$ cat src/hdl/lit_pkg.sv
// Package for the light integration timing block.
// Assumes a single 125 MHz system clock and an APB register slave.
package lit_pkg;
    // Register byte addresses
    localparam logic [7:0] LIT_ADDR_CMD    = 8'h00;
    localparam logic [7:0] LIT_ADDR_CTRL   = 8'h04;
    localparam logic [7:0] LIT_ADDR_SYNC   = 8'h08;
    localparam logic [7:0] LIT_ADDR_STATUS = 8'h0C;
    localparam logic [7:0] LIT_ADDR_COUNT  = 8'h10;
    // Command register fields
    localparam int LIT_CMD_TMODE_BIT = 5;
    localparam int LIT_CMD_DSEL_LSB  = 2;
    localparam int LIT_CMD_WID_LSB   = 0;
    // Control register fields
    localparam int LIT_CTRL_GAIN_LSB = 2;
    // Sync register field
    localparam int LIT_SYNC_BIT = 0;
    // Reset values
    localparam logic [7:0] LIT_CMD_RST  = 8'h00;
    localparam logic [7:0] LIT_CTRL_RST = 8'h00;
    // Width encodings
    localparam logic [1:0] LIT_WID_16B = 2'h0;
    localparam logic [1:0] LIT_WID_12B = 2'h1;
    localparam logic [1:0] LIT_WID_8B  = 2'h2;
    localparam logic [1:0] LIT_WID_4B  = 2'h3;
    // Diode select encodings
    localparam logic [1:0] LIT_DSEL_D1   = 2'h0;
    localparam logic [1:0] LIT_DSEL_D2   = 2'h1;
    localparam logic [1:0] LIT_DSEL_DIFF = 2'h2;
    localparam logic [1:0] LIT_DSEL_NOP  = 2'h3;
    // Cycle count limit of the counter
    localparam logic [16:0] LIT_CNT_MAX = 17'h10000;
    // Sequencer states
    typedef enum logic [1:0]
    {
        LIT_ST_IDLE  = 2'b00,
        LIT_ST_RUN1  = 2'b01,
        LIT_ST_RUN2  = 2'b10
    } lit_state_t;
endpackage

$ cat src/hdl/lit_edge.sv
// Two-flop synchroniser with rising-edge detector for the oscillator pin.
// Assumes the sampled signal is slower than half the system clock.
`timescale 1ns/1ps
`default_nettype none
module lit_edge
(
    // System
    input  wire logic clk_sys_in,
    input  wire logic nrst_in,
    // Pin
    input  wire logic pin_in,
    // Pulse
    output logic      rise_out
);
    logic sync_a;
    logic sync_b;
    logic sync_c;

    always_ff @(posedge clk_sys_in or negedge nrst_in)
    begin
        if (!nrst_in)
        begin
            sync_a   <= 1'b0;
            sync_b   <= 1'b0;
            sync_c   <= 1'b0;
            rise_out <= 1'b0;
        end
        else
        begin
            sync_a   <= pin_in;
            sync_b   <= sync_a;
            sync_c   <= sync_b;
            rise_out <= sync_b & ~sync_c;
        end
    end
endmodule
`default_nettype wire

$ cat src/hdl/lit_timing.sv
// Integration timing controller for an integrating light converter.
// Assumes the oscillator arrives on a pin, slower than clk_sys_in / 4,
// and that software reaches the registers over APB.
// Summary of operation
// - Bit 5 of the command register picks internal count or host sync.
// - Internal timing runs exactly 2^n oscillator cycles, n from bits 1:0.
// - Lower two gain ranges halve the oscillator rate, upper two use full.
// - The oscillator behaves the same in internal and external modes.
// - Internal mode full-scale result equals 2^n counts.
// - Single-diode external mode: each sync ends one and starts the next.
// - Difference mode steps diode 1, diode 2, then back to diode 1.
// - External mode counts oscillator cycles, at most 65536.
// - The last external period's cycle count is readable.
// - Width 00/01/10/11 gives 65536/4096/256/16 cycles.
// - Timing bit 0 is internal, 1 is external.
// - Gain bits 3:2 of the control register select ranges 1 to 4.
// - Diode bits 3:2 select diode 1, diode 2, difference or nothing.
//
// Implementation choices: the APB slave port and the register addresses.
`timescale 1ns/1ps
`default_nettype none
module lit_timing
    import lit_pkg::*;
(
    // System
    input  wire logic        clk_sys_in,
    input  wire logic        nrst_in,
    // APB slave
    input  wire logic        psel_in,
    input  wire logic        penable_in,
    input  wire logic        pwrite_in,
    input  wire logic [7:0]  paddr_in,
    input  wire logic [31:0] pwdata_in,
    output logic      [31:0] prdata_out,
    output logic             pready_out,
    output logic             pslverr_out,
    // Oscillator pin set by the scaling_resistor_pin
    input  wire logic        osc_in,
    // Converter control
    output logic             integrate_out,
    output logic             diode2_sel_out,
    output logic             period_end_out,
    output logic             osc_tick_out
);
    // Registers
    logic [7:0]  cmd;
    logic [7:0]  ctrl;
    logic [16:0] cnt;
    logic [16:0] last_cnt;
    logic        last_diode2;
    lit_state_t  state;
    logic        half_ph;
    logic [31:0] next_prdata;

    // Oscillator edges
    logic osc_rise;
    lit_edge u_osc
    (
        .clk_sys_in (clk_sys_in),
        .nrst_in    (nrst_in),
        .pin_in     (osc_in),
        .rise_out   (osc_rise)
    );

    function automatic logic [16:0] lit_cycles(input logic [1:0] w);
        logic [16:0] r;
        r = 17'h10000;
        if (w == LIT_WID_12B)
            r = 17'h01000;
        else if (w == LIT_WID_8B)
            r = 17'h00100;
        else if (w == LIT_WID_4B)
            r = 17'h00010;
        return r;
    endfunction

    // Field decode
    wire        ext_mode  = cmd[LIT_CMD_TMODE_BIT];
    wire [1:0]  dsel      = cmd[LIT_CMD_DSEL_LSB +: 2];
    wire [1:0]  wid       = cmd[LIT_CMD_WID_LSB +: 2];
    wire [1:0]  gain      = ctrl[LIT_CTRL_GAIN_LSB +: 2];
    wire        slow      = ~gain[1];
    wire [16:0] target    = lit_cycles(wid);
    wire        active    = (dsel != LIT_DSEL_NOP);
    wire        diffm     = (dsel == LIT_DSEL_DIFF);

    // Same divider in both modes keeps the rate mode-independent
    wire        tick      = osc_rise & (~slow | half_ph);

    // APB decode
    wire        acc       = psel_in & penable_in;
    // Only the ready edge writes, so a sync is not issued twice
    wire        wr        = acc & pwrite_in & pready_out;
    wire        hit_cmd   = (paddr_in == LIT_ADDR_CMD);
    wire        hit_ctrl  = (paddr_in == LIT_ADDR_CTRL);
    wire        hit_sync  = (paddr_in == LIT_ADDR_SYNC);
    wire        hit_stat  = (paddr_in == LIT_ADDR_STATUS);
    wire        hit_cnt   = (paddr_in == LIT_ADDR_COUNT);
    wire        mapped    = hit_cmd | hit_ctrl | hit_sync | hit_stat | hit_cnt;
    wire        sync_cmd  = wr & hit_sync & pwdata_in[LIT_SYNC_BIT];
    wire        cfg_wr    = wr & (hit_cmd | hit_ctrl);

    // Period ends
    wire        int_done  = ~ext_mode & (state != LIT_ST_IDLE) & tick
                            & (cnt + 17'h00001 == target);
    wire        ext_step  = ext_mode & active & sync_cmd;
    wire        ext_done  = ext_step & (state != LIT_ST_IDLE);
    wire        period_end = int_done | ext_done;

    // Next state
    lit_state_t next_state;
    always_comb
    begin
        next_state = state;
        if (!active || cfg_wr)
            next_state = LIT_ST_IDLE;
        else if (!ext_mode)
        begin
            if (state == LIT_ST_IDLE)
                next_state = LIT_ST_RUN1;
            else if (int_done && diffm)
                next_state = (state == LIT_ST_RUN1) ? LIT_ST_RUN2
                                                    : LIT_ST_RUN1;
        end
        else if (ext_step)
        begin
            case (state)
                LIT_ST_IDLE: next_state = LIT_ST_RUN1;
                LIT_ST_RUN1: next_state = diffm ? LIT_ST_RUN2 : LIT_ST_RUN1;
                LIT_ST_RUN2: next_state = LIT_ST_RUN1;
                default:     next_state = LIT_ST_IDLE;
            endcase
        end
    end

    wire restart = (next_state != LIT_ST_IDLE)
                   & ((state == LIT_ST_IDLE) | period_end);

    // Saturating counter; host spacing keeps it in range
    wire [16:0] next_cnt = restart ? 17'h00000
                         : (tick && state != LIT_ST_IDLE
                            && cnt != LIT_CNT_MAX) ? cnt + 17'h00001
                         : cnt;

    // Read mux
    always_comb
    begin
        next_prdata = 32'h00000000;
        if (hit_cmd)
            next_prdata = {24'h000000, cmd};
        else if (hit_ctrl)
            next_prdata = {24'h000000, ctrl};
        else if (hit_stat)
            next_prdata = {29'h00000000, last_diode2, state};
        else if (hit_cnt)
            next_prdata = ext_mode ? {15'h0000, last_cnt}
                                   : {15'h0000, target};
    end

    always_ff @(posedge clk_sys_in or negedge nrst_in)
    begin
        if (!nrst_in)
        begin
            cmd  <= LIT_CMD_RST;
            ctrl <= LIT_CTRL_RST;
        end
        else
        begin
            if (wr && hit_cmd)
                cmd <= pwdata_in[7:0];
            if (wr && hit_ctrl)
                ctrl <= pwdata_in[7:0];
        end
    end

    always_ff @(posedge clk_sys_in or negedge nrst_in)
    begin
        if (!nrst_in)
            half_ph <= 1'b0;
        else if (osc_rise)
            half_ph <= ~half_ph;
    end

    always_ff @(posedge clk_sys_in or negedge nrst_in)
    begin
        if (!nrst_in)
        begin
            state <= LIT_ST_IDLE;
            cnt   <= 17'h00000;
        end
        else
        begin
            state <= next_state;
            cnt   <= next_cnt;
        end
    end

    always_ff @(posedge clk_sys_in or negedge nrst_in)
    begin
        if (!nrst_in)
        begin
            last_cnt    <= 17'h00000;
            last_diode2 <= 1'b0;
        end
        else if (period_end)
        begin
            // External count covers the whole host-timed period
            last_cnt    <= ext_mode ? next_cnt_hold(cnt, tick)
                                    : target;
            last_diode2 <= (state == LIT_ST_RUN2);
        end
    end

    function automatic logic [16:0] next_cnt_hold(input logic [16:0] c,
                                                  input logic        t);
        logic [16:0] r;
        r = c;
        if (t && c != LIT_CNT_MAX)
            r = c + 17'h00001;
        return r;
    endfunction

    always_ff @(posedge clk_sys_in or negedge nrst_in)
    begin
        if (!nrst_in)
        begin
            prdata_out     <= 32'h00000000;
            pready_out     <= 1'b0;
            pslverr_out    <= 1'b0;
            integrate_out  <= 1'b0;
            diode2_sel_out <= 1'b0;
            period_end_out <= 1'b0;
            osc_tick_out   <= 1'b0;
        end
        else
        begin
            // One wait state: ready in the second access cycle
            pready_out     <= psel_in & penable_in & ~pready_out;
            pslverr_out    <= psel_in & penable_in & ~pready_out & ~mapped;
            prdata_out     <= next_prdata;
            integrate_out  <= (next_state != LIT_ST_IDLE);
            diode2_sel_out <= (next_state == LIT_ST_RUN2)
                              | (dsel == LIT_DSEL_D2);
            period_end_out <= period_end;
            osc_tick_out   <= tick;
        end
    end
endmodule
`default_nettype wire

$ cat config.mk
export PLATFORM = sky130hd
export DESIGN_NAME = lit_timing
export DESIGN_NICKNAME = d
export VERILOG_FILES = /design/src/hdl/lit_pkg.sv /design/src/hdl/lit_edge.sv /design/src/hdl/lit_timing.sv
export SDC_FILE = /design/constraint.sdc
export NUM_CORES = 1
export LEC_CHECK = 0
export BUFFER_PORTS_ARGS = -buffer_cell sky130_fd_sc_hd__buf_2
export CAP_MARGIN = 0
export CORE_MARGIN = 5
export CORE_UTILIZATION = 28
export DETAILED_ROUTE_END_ITERATION = 8
export SKIP_CTS_REPAIR_TIMING = 1
export SLEW_MARGIN = 15
export SYNTH_ARGS = -nofsm -noshare
export SYNTH_HDL_FRONTEND = slang
export SYNTH_SLANG_ARGS = --single-unit
$ cat constraint.sdc
create_clock -name clk_sys_in -period 6.95 [get_ports clk_sys_in]
set_clock_uncertainty 0.15 [all_clocks]
set_input_delay 1.39 -clock clk_sys_in [delete_from_list [all_inputs] [get_ports clk_sys_in]]
set_output_delay 1.39 -clock clk_sys_in [all_outputs]
set_load 0.01 [all_outputs]
======== Yosys cells after proc, flatten, opt, wreduce, memory -nomap -nowiden ========
Index checks and enable logic that the tools add are counted.
cells by class
  $add $sub $neg .......................... 1
  multiply operators ...................... 0
  div/mod/pow operators ................... 0
  order comparisons ....................... 0
  equality and inequality tests ........... 15
  shift-type cells ........................ 0
  muxes and demuxes ....................... 20
  bitwise operators ....................... 30
  reduce and logical (&&, ||, !) cells .... 14
operator list
  operator                                                                count
  17-bit 2-to-1 mux                                                       12
  17-bit by 1-bit adder with 17-bit output (second input constant)        1
  1-bit bitwise AND                                                       17
  17-bit equality test                                                    1
  17-bit != test (second input constant)                                  1
  8-bit by 4-bit equality test with 1-bit output (second input constant)  2
  2-bit 2-to-1 mux                                                        7
  2-bit equality test (second input constant)                             5
  8-bit by 3-bit equality test with 1-bit output (second input constant)  1
  8-bit by 5-bit equality test with 1-bit output (second input constant)  1
  8-bit zero test                                                         1
  1-bit OR                                                                8
  2-bit by 1-bit equality test with 1-bit output (second input constant)  3
  1-bit logical AND                                                       6
  2-bit nonzero test                                                      3
  1-bit NOT                                                               5
  2-bit case mux with 2 select lines                                      1
  2-bit zero test                                                         1
  2-bit != test (second input constant)                                   1
  2-bit OR reduction                                                      1
  1-bit zero test                                                         1
  1-bit logical OR                                                        1
word-level totals
  register bits after elaboration ......... 96
  bits in latches ......................... 0
  bits in writable memories ............... 0
  bits in read-only memories .............. 0
  input port bits ......................... 46
  memories ................................ 0

======== Logic depth before layout (Yosys ltp) ========
Gate-level depths: netlist of run 1.
  depth in word-level cells ............... 14
  depth in mapped cells ................... 11

======== By module ========
From an unflattened synthesis of run 1, not the netlist that was laid out.
unflattened totals
  cell total of the unflattened synthesis .. 479
  area, all modules ....................... 4506.8 sq um
modules (own cells, without submodules)
  module      instances  cells an instance  area an instance (sq um)
  lit_timing  1          474                4393.0
  lit_edge    1          5                  113.9

======== Worst setup path after synthesis of run 1 ========
Ideal clock, no wire load.
  kind .................................... input-to-reg
  from .................................... input port paddr_in[7]
  to ...................................... register cnt[0]
  setup time .............................. 119 ps
  arrival ................................. 3479 ps
  required time ........................... 6681 ps
  path slack .............................. 3202 ps
  stages on the path ...................... 8
  cells stage by stage .................... or4_1 > nor3_2 > nand4_1 > mux2i_1 > o22a_1 > a211oi_4 > buf_6 > nor2_1
on the way
  longest elaborated chain between the ends .. 10
ends and longest elaborated chain
  item                                                     RTL line           text
  start, declared                                          lit_timing.sv:32   input wire logic [7:0] paddr_in,
  8-bit by 4-bit equality test with 1-bit output           lit_timing.sv:96   wire hit_sync = (paddr_in == LIT_ADDR_SYNC);
  1-bit bitwise AND (2 in series)                          lit_timing.sv:100  wire sync_cmd = wr & hit_sync & pwdata_in[LIT_SYNC_BIT];
  1-bit bitwise AND                                        lit_timing.sv:106  wire ext_step = ext_mode & active & sync_cmd;
  2-bit 2-to-1 mux                                         lit_timing.sv:125  else if (ext_step)
  2-bit 2-to-1 mux                                         lit_timing.sv:117  else if (!ext_mode)
  2-bit 2-to-1 mux                                         lit_timing.sv:115  if (!active || cfg_wr)
  2-bit nonzero test                                       lit_timing.sv:136  wire restart = (next_state != LIT_ST_IDLE)
  1-bit bitwise AND *                                      lit_timing.sv:137  & ((state == LIT_ST_IDLE) | period_end);
  17-bit 2-to-1 mux or 2-bit nonzero test (tied branches)  --
  end signal, assigned                                     lit_timing.sv:194  cnt <= next_cnt;
  end, declared                                            lit_timing.sv:48   logic [16:0] cnt;
Every way passes the cells marked *; elsewhere a longest branch is shown, timed or not.
A chain may end at the register's enable or synchronous reset.

======== Worst setup path in the final report of run 1 ========
  from .................................... input port paddr_in[7]
  to ...................................... register cnt[14]
The elaborated chain is that of the path after synthesis.

==> out/metrics.cfg, run 1 <==
[yosys]
synth-seq-cells = 81
yosys_warnings = 0
avgSynthCellArea_sq_um = 9.53
synthFlopType = dfrtp_1
yosys.area_share.xor_xnor_pct = 7.96
synth_top_family_by_area = simple AND/OR/NAND/NOR gates
synthesis.area_sq_mm = 0.00440
synth-compound-area-share_pct = 9.61
synth_mux_area_share_pct = 4.55
synth-async-reset-ratio_pct = 100
synthDistinctLibCells = 60
synth_fa_ha_area_share_pct = 0.853
yosys.area_share.simple_pct = 24.8
seq_area_frac_synth_pct = 46.0
syn_inst = 462
synth_edf_count = 0

[setup_path]
crit_required_ns = 6.99
critical_path_class = in -> reg
cp-start-kind = input port
cp_max_fo = 17
cp-end-kind = flip-flop
regToRegSetupSlack_ns = 2.97
crit_path_start = paddr_in[7]
crit_arrival_ns = 4.11
reg2reg_depth = 9
r2r_start = cnt[0]

[die]
start_util_pct = 28.8
boundaryPins = 84
core_sq_mm = 0.0153
die_h_um = 135
die_area_sq_mm = 0.0183
die_w_um = 135
num_rows = 45

[timing]
fin_crit_sh_pct = 58.6
slew_headroom_pct = 33.7
finalHoldViolCount = 0
finalSetupViolCount = 0
hold_ws_ns = 0.199
tightest_slew_ns = 0.995
slew_violations = 0
timing.final.crit_period_ns = 4.08
max_clock_freq_mhz = 245
postLayoutSetupSlackWorst_ns = 2.87
rsz0062_at_grt = false
fin_tns_setup_ns = 0

[grt]
grt_max_degree = 82
grt_pass1_vias = 3380
gr-usage-all-layers_pct = 11.7
grt_pass1_wl_um = 17200
overflow = 0
antenna_found_initial = 0

[final_layout]
multi_input_area_sq_mm = 0.00216
stdcell_area_sq_mm = 0.00503
drive_above_1_share_pct = 19.2
fin_nets = 544
final_cell_mix = 81 x dfrtp_1, 71 x nand2_1, 43 x nor2_1, 43 x buf_2, 27 x nand3_1
area_growth_pct = 14.2
final_common_cell = dfrtp_1
diodes = 0
n_fill_cell = 1614
seq_area_sq_mm = 0.00203

[hold_path]
hp-start = u_osc.sync_a
hold_path.class = reg -> reg
hold-path-cell-count = 0

[place]
pre_cts_ws_ns = 2.45
hpwl_um = 7280
place_area_sq_mm = 0.00472
routabilityCongestion = 0.868
io_buffer_count = 44

[routing]
first_pass_iters = 4
drc = 0
viasPerCell = 4.72
wl_um = 10200
drt_iter0_markers = 201
vias = 3359
ant_nets = 0
post_drt_wl_per_cell_um = 14.4

[cts]
cts.sinks = 81
clk_pin_slew_ns = 0.06
clk_latency_ns = 0.34
cts_tree = yes
htree_num_levels = 3
cts_root_buffer = clkbuf_16
cts_buffer_depth = 2
cts_made_buffers = 9

[pwr]
powerDensity_mw_per_mm2 = 225
total_power_uw = 1130
leakage_uw = 0.00234
peakVddDrop_uv = 105

[job]
drv_cap = 0

[outcome]
status = complete, no violations

## sequential cells by signal, indices dropped and copies added (netlist names), 2 cells and up
register and flops:
cnt 17, last_cnt 17, prdata_out 17, cmd 8
ctrl 8, state 2
## metrics by stage
step | utilization, % | instances
finish | 32.8 | 711
detailed placement | 30.8 | 695
floorplan | - | 476
global route | 32.8 | 711
global placement | 30.8 | 695
CTS | 32.8 | 711
## layer usage
| metal | up-vias | share of wire, % | GRT usage, % |
|---|---|---|---|
| li1 | 1639 | - | - |
| met1 | 1625 | 47 | 15.3 |
| met2 | 81 | 46 | 18.9 |
| met3 | 14 | 4.9 | 2.64 |
| met4 | 0 | 1.6 | 4.20 |
| met5 | - | 0 | 0 |
## area by class of cell
type	instances	share of cell area, %
Tap cell	211	5.25
Inverter	8	0.597
Sequential cell	81	40.3
Timing Repair Buffer	47	4.88
Multi-Input combinational cell	348	42.9
Clock buffer	10	4.75
Clock inverter	6	1.32
## path summary, 6_finish.rpt
check / to
max in group asynchronous: prdata_out[15]
min in group asynchronous: prdata_out[6]
worst max register to register: cnt[14]
worst min-delay path: u_osc.sync_b
worst min register to register: u_osc.sync_b
worst max-delay path: cnt[14]
## cells in the mapped netlist, types with 3 or more instances
master    number  area (sq um)
xnor2_1       24           210
nand4_1       10          62.6
nor4_1         8          50.1
nor2_1        43           161
clkbuf_1      13          48.8
nor2b_1        3          18.8
o21ai_0       12          60.1
ha_1           3          37.5
nand3_1       27           135
inv_1          8          30.0
a32oi_1        3          26.3
xor2_1        16           140
nor3_1         8          40.0
dfrtp_1       81          2030
buf_2          4          20.0
and2_1         3          18.8
mux2_2        16           180
a21oi_1       20           100
and3_1        13          81.3
nand2_1       71           267
buf_4         20           150
nand2b_1       4          25.0
## where the power goes
part | switching (uW) | internal [uW] | leakage [uW]
Combinational | 75.4 | 45.9 | 0.00110
Sequential | 34.3 | 490 | 0.00110
Clock | 198 | 289 | 0.000141
Total | 308 | 824 | 0.00234
## cell families after synthesis
logic type,after synthesis
AOI/OAI and AO/OA,59
xor gates and xnor gates,40
adders and majority gates,3
buffers and inverters,47
DFF,81
muxes,18
other,1
and+or+nand+nor,213
## worst max-delay path: stages
cell and delay, ns:
buf_2 0.09, or4_1 0.58, nor3_2 0.48, nand4_1 0.25
mux2i_1 0.19, o22a_1 0.27, a211oi_4 0.72, nor2_1 0.13
Note: power is estimated with default switching activity, not from simulation.
==> run 2: changes to the inputs <==
==> constraint.sdc (replaced) <==
create_clock -name clk_sys_in -period 3.7 [get_ports clk_sys_in]
set_clock_uncertainty 0.15 [all_clocks]
set_input_delay 0.74 -clock clk_sys_in [delete_from_list [all_inputs] [get_ports clk_sys_in]]
set_output_delay 0.74 -clock clk_sys_in [all_outputs]
set_load 0.01 [all_outputs]
==> run 2 against run 1 <==
Compared with the run above: wire length shrank 1.0%; register-to-register slack lost 2.6 ns; clock power grew 110%; cell area grew 2.5%; utilization grew 0.82 points; largest cell class unchanged; largest power group is now the clock network.
==> out/metrics.cfg, run 2 (synthesized netlist as in run 1, its figures left out) <==
[place]
io_buffer_count = 44  ; unchanged
place_area_sq_mm = 0.00481  ; +1.9%
routabilityCongestion = 0.865  ; -0.44%
hpwl_um = 7280  ; about the same

[routing]
ant_nets = 0  ; unchanged
wl_um = 10100  ; -1.0%
first_pass_iters = 5  ; +1
post_drt_wl_per_cell_um = 14.0  ; -2.3%
drt_iter0_markers = 171  ; -15%
drc = 0  ; unchanged
vias = 3432  ; +2.2%
viasPerCell = 4.77  ; +0.90%

[setup_path]
max_stage_delay_ns = 0.67  ; -0.05 ns
cp-end-kind = flip-flop
cp_top_family = simple AND/OR/NAND/NOR gates
path_cells = nand4_4 -> nor4_4 -> xnor2_1 -> or4b_2 -> and3_4 -> nor4_2 -> nor3_1 -> o32ai_1
crit_arrival_ns = 3.44  ; -0.67 ns
cp-start-kind = flip-flop
crit_path_start = cnt[6]
regToRegSetupSlack_ns = 0.33  ; -2.64 ns
cp_max_fo = 9  ; -8
critical_path_class = reg -> reg
crit_required_ns = 3.77  ; -3.22 ns
slowest_stage = or4b_2
r2r_start = cnt[6]
critPathBufInv = 0  ; -1

[final_layout]
stdcell_area_sq_mm = 0.00515  ; +2.5%
final_common_cell = dfrtp_1
largest_registers = cnt x17, last_cnt x17, prdata_out x17
area_growth_pct = 17.1
fin_nets = 554  ; +1.8%
final_cell_mix = 81 x dfrtp_1, 71 x nand2_1, 43 x nor2_1, 43 x buf_2, 27 x nand3_1
diodes = 0  ; unchanged
drive_above_1_share_pct = 20.6  ; +1.4 points

[timing]
fin_crit_sh_pct = 91.1
hold_ws_ns = 0.196  ; -0.00245 ns
tightest_slew_ns = 1.00  ; +0.00648 ns
finalHoldViolCount = 0  ; unchanged
slew_violations = 0  ; unchanged
rsz0062_at_grt = false
max_clock_freq_mhz = 297
slew_headroom_pct = 33.2  ; -0.43 points
timing.final.crit_period_ns = 3.37
finalSetupViolCount = 0  ; unchanged
fin_tns_setup_ns = 0  ; unchanged

[cts]
cts.sinks = 81  ; unchanged
cts_tree = yes
cts_buffer_depth = 2  ; unchanged
cts_made_buffers = 9  ; unchanged
clk_pin_slew_ns = 0.06  ; about the same
htree_num_levels = 3  ; unchanged
cts_root_buffer = clkbuf_16
clk_latency_ns = 0.34  ; about the same

[grt]
grt_max_degree = 82  ; unchanged
overflow = 0  ; unchanged
gr-usage-all-layers_pct = 11.4  ; -0.28 points
antenna_found_initial = 0  ; unchanged
grt_pass1_wl_um = 16700  ; -2.9%
grt_pass1_vias = 3338  ; -1.2%

[die]
die_h_um = 135  ; unchanged
start_util_pct = 28.8  ; unchanged
num_rows = 45  ; unchanged
die_w_um = 135  ; unchanged
die_area_sq_mm = 0.0183  ; unchanged
boundaryPins = 84  ; unchanged
core_sq_mm = 0.0153  ; unchanged

[pwr]
powerDensity_mw_per_mm2 = 435  ; +93%
leakage_uw = 0.00243  ; +3.5%
peakVddDrop_uv = 288  ; +170%

[hold_path]
hp-start = u_osc.sync_a
hold_path.class = reg -> reg

[job]
drv_cap = 0  ; unchanged

[outcome]
status = complete, no violations

==> run 2: layout make-up <==
cell class	count	area, sq um
fillers	1591	10200
multi-input cells	348	2160
flip-flops and latches	81	2030
repair buffers	57	333
well taps	211	264
clock buffers	10	239
clock inverters	5	104
inverters	8	30.0
==> run 2: final timing paths <==
kind                            cells after the start        endpoint
worst max-delay path                                8  diode2_sel_out
min in group asynchronous                           1          cmd[4]
worst max register to register                      8  diode2_sel_out
worst min-delay path                                0    u_osc.sync_b
worst min register to register                      0    u_osc.sync_b
max in group asynchronous                           1          cnt[8]
==> run 2: worst register-to-register path, cell delays in order, from the launching register on <==
cell and delay, ns:
dfrtp_1 0.57, nand4_4 0.22, nor4_4 0.39, xnor2_1 0.21, or4b_2 0.67, and3_4 0.23
nor4_2 0.39, nor3_1 0.10, o32ai_1 0.33
==> run 2: through the flow <==
step                cells  setup slack [ns]  util (%)  total power (uW)
floorplan             476             0.430         -              1170
global placement      705             0.422      31.4              1230
detailed placement    705             0.389      31.4              1240
CTS                   720             0.305      33.7              2270
global route          720             0.213      33.7              2340
finish                720             0.330      33.7              2240
==> run 2: layer usage <==
| layer | vias up | part of all wire (%) | global-route usage [%] |
|---|---|---|---|
| met5 | - | 0 | 0 |
| met4 | 0 | 1.7 | 4.14 |
| met3 | 12 | 6.5 | 2.90 |
| met2 | 113 | 46 | 18.2 |
| met1 | 1641 | 45 | 14.9 |
| li1 | 1666 | - | - |
==> run 2: report_power, final <==
group / internal (uW) / leakage [uW] / total (uW) / switching, uW
clock: 674 / 0.000169 / 1020 / 351
sequential: 920 / 0.00110 / 979 / 58.6
combinational: 93.8 / 0.00116 / 241 / 147
total: 1690 / 0.00243 / 2240 / 556
==> run 3: changes to the inputs <==
--- a/config.mk
+++ b/config.mk
@@ -10,6 +10,7 @@
 export CORE_MARGIN = 5
 export CORE_UTILIZATION = 28
 export DETAILED_ROUTE_END_ITERATION = 8
+export RECOVER_POWER = 100
 export SKIP_CTS_REPAIR_TIMING = 1
 export SLEW_MARGIN = 15
 export SYNTH_ARGS = -nofsm -noshare
==> constraint.sdc (replaced) <==
create_clock -name clk_sys_in -period 2.9 [get_ports clk_sys_in]
set_clock_uncertainty 0.15 [all_clocks]
set_input_delay 0.58 -clock clk_sys_in [delete_from_list [all_inputs] [get_ports clk_sys_in]]
set_output_delay 0.58 -clock clk_sys_in [all_outputs]
set_load 0.01 [all_outputs]
==> run 3 against run 2 <==
Compared with the run above: highest routed layer unchanged; the flow now finishes with violations (max-capacitance violations, max-slew violations); power is 33% higher; critical path type unchanged; final cell count rose by 8.9%; wire length grew 12%.
==> out/metrics.cfg, run 3 (synthesized netlist as in run 1, its figures left out) <==
[pwr]
powerDensity_mw_per_mm2 = 521  ; +20%
leakage_uw = 0.00264  ; +8.8%
peakVddDrop_uv = 230  ; -20%

[grt]
grt_pass1_vias = 3606  ; +8.0%
grt_pass1_wl_um = 18500  ; +11%
grt.busiest_layer = met2
grt_use_met1_pct = 16.5  ; +1.6 points
grt_max_degree = 74  ; -9.8%
gr-usage-all-layers_pct = 12.6  ; +1.2 points
use_met2_pct = 20.1  ; +1.9 points
overflow = 0  ; unchanged
antenna_found_initial = 0  ; unchanged
grt_use_met3_pct = 3.45  ; +0.56 points

[die]
num_rows = 45  ; unchanged
die_h_um = 135  ; unchanged
start_util_pct = 28.8  ; unchanged
die_area_sq_mm = 0.0183  ; unchanged
die_w_um = 135  ; unchanged
boundaryPins = 84  ; unchanged
core_sq_mm = 0.0153  ; unchanged

[final_layout]
drive_above_1_share_pct = 27.7  ; +7.1 points
final_common_cell = dfrtp_1
diodes = 0  ; unchanged
fin_cells = 784  ; +8.9%
final_cell_mix = 77 x dfrtp_1, 70 x nand2_1, 64 x buf_4, 43 x nor2_1, 29 x clkbuf_1
n_fill_cell = 1573  ; -1.1%
area_growth_pct = 30.3
multi_input_area_sq_mm = 0.00229  ; +6.3%
fin_nets = 617  ; +11%
seq_area_sq_mm = 0.00203  ; +0.25%
largest_registers = cnt x17, last_cnt x17, prdata_out x17
stdcell_area_sq_mm = 0.00574  ; +11%

[hold_path]
hp-start = u_osc.sync_a
hold-path-cell-count = 0  ; unchanged
min_to = u_osc.sync_b
hold_path.class = reg -> reg

[timing]
rsz0062_at_grt = true
finalSetupViolCount = 0  ; unchanged
fin_crit_sh_pct = 99.7  ; +8.6 points
hold_ws_ns = 0.202  ; +0.00563 ns
postLayoutSetupSlackWorst_ns = 0.00788  ; -0.322 ns
max_clock_freq_mhz = 346  ; +17%
finalHoldViolCount = 0  ; unchanged
tightest_slew_ns = 1.81  ; +0.807 ns
timing.final.crit_period_ns = 2.89  ; -0.478 ns
slew_headroom_pct = -20.6  ; -54 points
slew_violations = 74  ; +74

[setup_path]
slowest_stage = a2111oi_4
path_common_cell = buf_4
critical_path_class = reg -> reg
cp_top_family = compound AO/OA/AOI/OAI gates
crit_arrival_ns = 2.97  ; -0.47 ns
critPathBufInv = 4  ; +4
cp-start-kind = flip-flop
rr_endpoint = last_cnt[16]
max_stage_delay_ns = 0.45  ; -0.22 ns
path_cells = buf_4 -> and4_4 -> buf_6 -> nand4_1 -> a2111oi_4 -> o2111ai_2 -> a311oi_4 -> buf_4 -> a31oi_4 -> buf_12 -> nand2_1 -> o21ai_0
regToRegSetupSlack_ns = 0.008  ; -0.32 ns
reg2reg_depth = 12  ; +4
r2r_start = cnt[0]
cp-end-kind = flip-flop
cp_max_fo = 10  ; +1
crit_required_ns = 2.97  ; -0.80 ns

[cts]
clk_pin_slew_ns = 0.06  ; about the same
cts_made_buffers = 9  ; unchanged
cts_tree = yes
cts.sinks = 81  ; unchanged
cts_buffer_depth = 2  ; unchanged
htree_num_levels = 3  ; unchanged
cts_root_buffer = clkbuf_16
clk_latency_ns = 0.34  ; about the same

[routing]
vias = 3697  ; +7.7%
ant_nets = 0  ; unchanged
viasPerCell = 4.72  ; -1.1%
first_pass_iters = 4  ; -1
post_drt_wl_per_cell_um = 14.4  ; +2.7%
drc = 0  ; unchanged
wl_um = 11300  ; +12%
drt_iter0_markers = 220  ; +29%

[place]
hpwl_um = 8070  ; +11%
pre_cts_ws_ns = -0.0934  ; -0.483 ns
io_buffer_count = 44  ; unchanged
dp_cells = 759  ; +7.7%
place_area_sq_mm = 0.00526  ; +9.3%
routabilityCongestion = 0.841  ; -2.7%

[job]
drv_cap = 1  ; +1

[outcome]
status = finished, violations left
violations = max-capacitance violations, max-slew violations

==> run 3: changes by cell type in the layout (fill, tap and decap cells not counted), sizes merged <==
cell / previous run / this run
clkbuf: 10 / 42
buf: 57 / 88
bufinv: 3 / 2
clkinvlp: 0 / 1
inv: 8 / 9
==> run 3: cell type report <==
| type | instances | share of cell area, % |
|---|---|---|
| multi-input combinational | 348 | 40.0 |
| sequential | 81 | 35.4 |
| timing repair buffer | 120 | 13.8 |
| tap | 211 | 4.60 |
| clock buffer | 10 | 4.17 |
| clock inverter | 6 | 1.57 |
| inverter | 8 | 0.523 |
==> run 3: report_power, final <==
group          total, uW  switching (uW)  internal (uW)
combinational        508             271            237
sequential          1230            54.9           1180
clock               1250             465            780
==> run 3: worst max-delay path by stage <==
stage                           start             end  slack (ns)  cells past startpoint
after detailed placement  paddr_in[7]  diode2_sel_out       -0.09                      9
after global placement    paddr_in[7]  diode2_sel_out       -0.04                      9
final                          cnt[0]    last_cnt[16]       0.008                     12
after floorplan           paddr_in[7]          cnt[0]        0.03                      8
after global routing           cnt[0]    last_cnt[16]       -0.13                     12
after CTS                      cnt[6]  diode2_sel_out       0.002                      9
==> run 3: stage by stage <==
step | TNS [ns] | utilization, % | power, uW
floorplan | 0 | - | 1510
global placement | -0.0376 | 34.3 | 1680
detailed placement | -0.0934 | 34.3 | 1700
CTS | 0 | 36.5 | 2960
global route | -2.55 | 37.5 | 3130
finish | 0 | 37.5 | 2990
==> run 3: metal layers <==
| layer | vias up | share of wire (%) | wire length (um) |
|---|---|---|---|
| li1 | 1791 | - | - |
| met1 | 1818 | 45 | 5060 |
| met2 | 77 | 49 | 5500 |
| met3 | 11 | 4.9 | 552 |
| met4 | 0 | 1.6 | 181 |
| met5 | - | 0 | 0 |
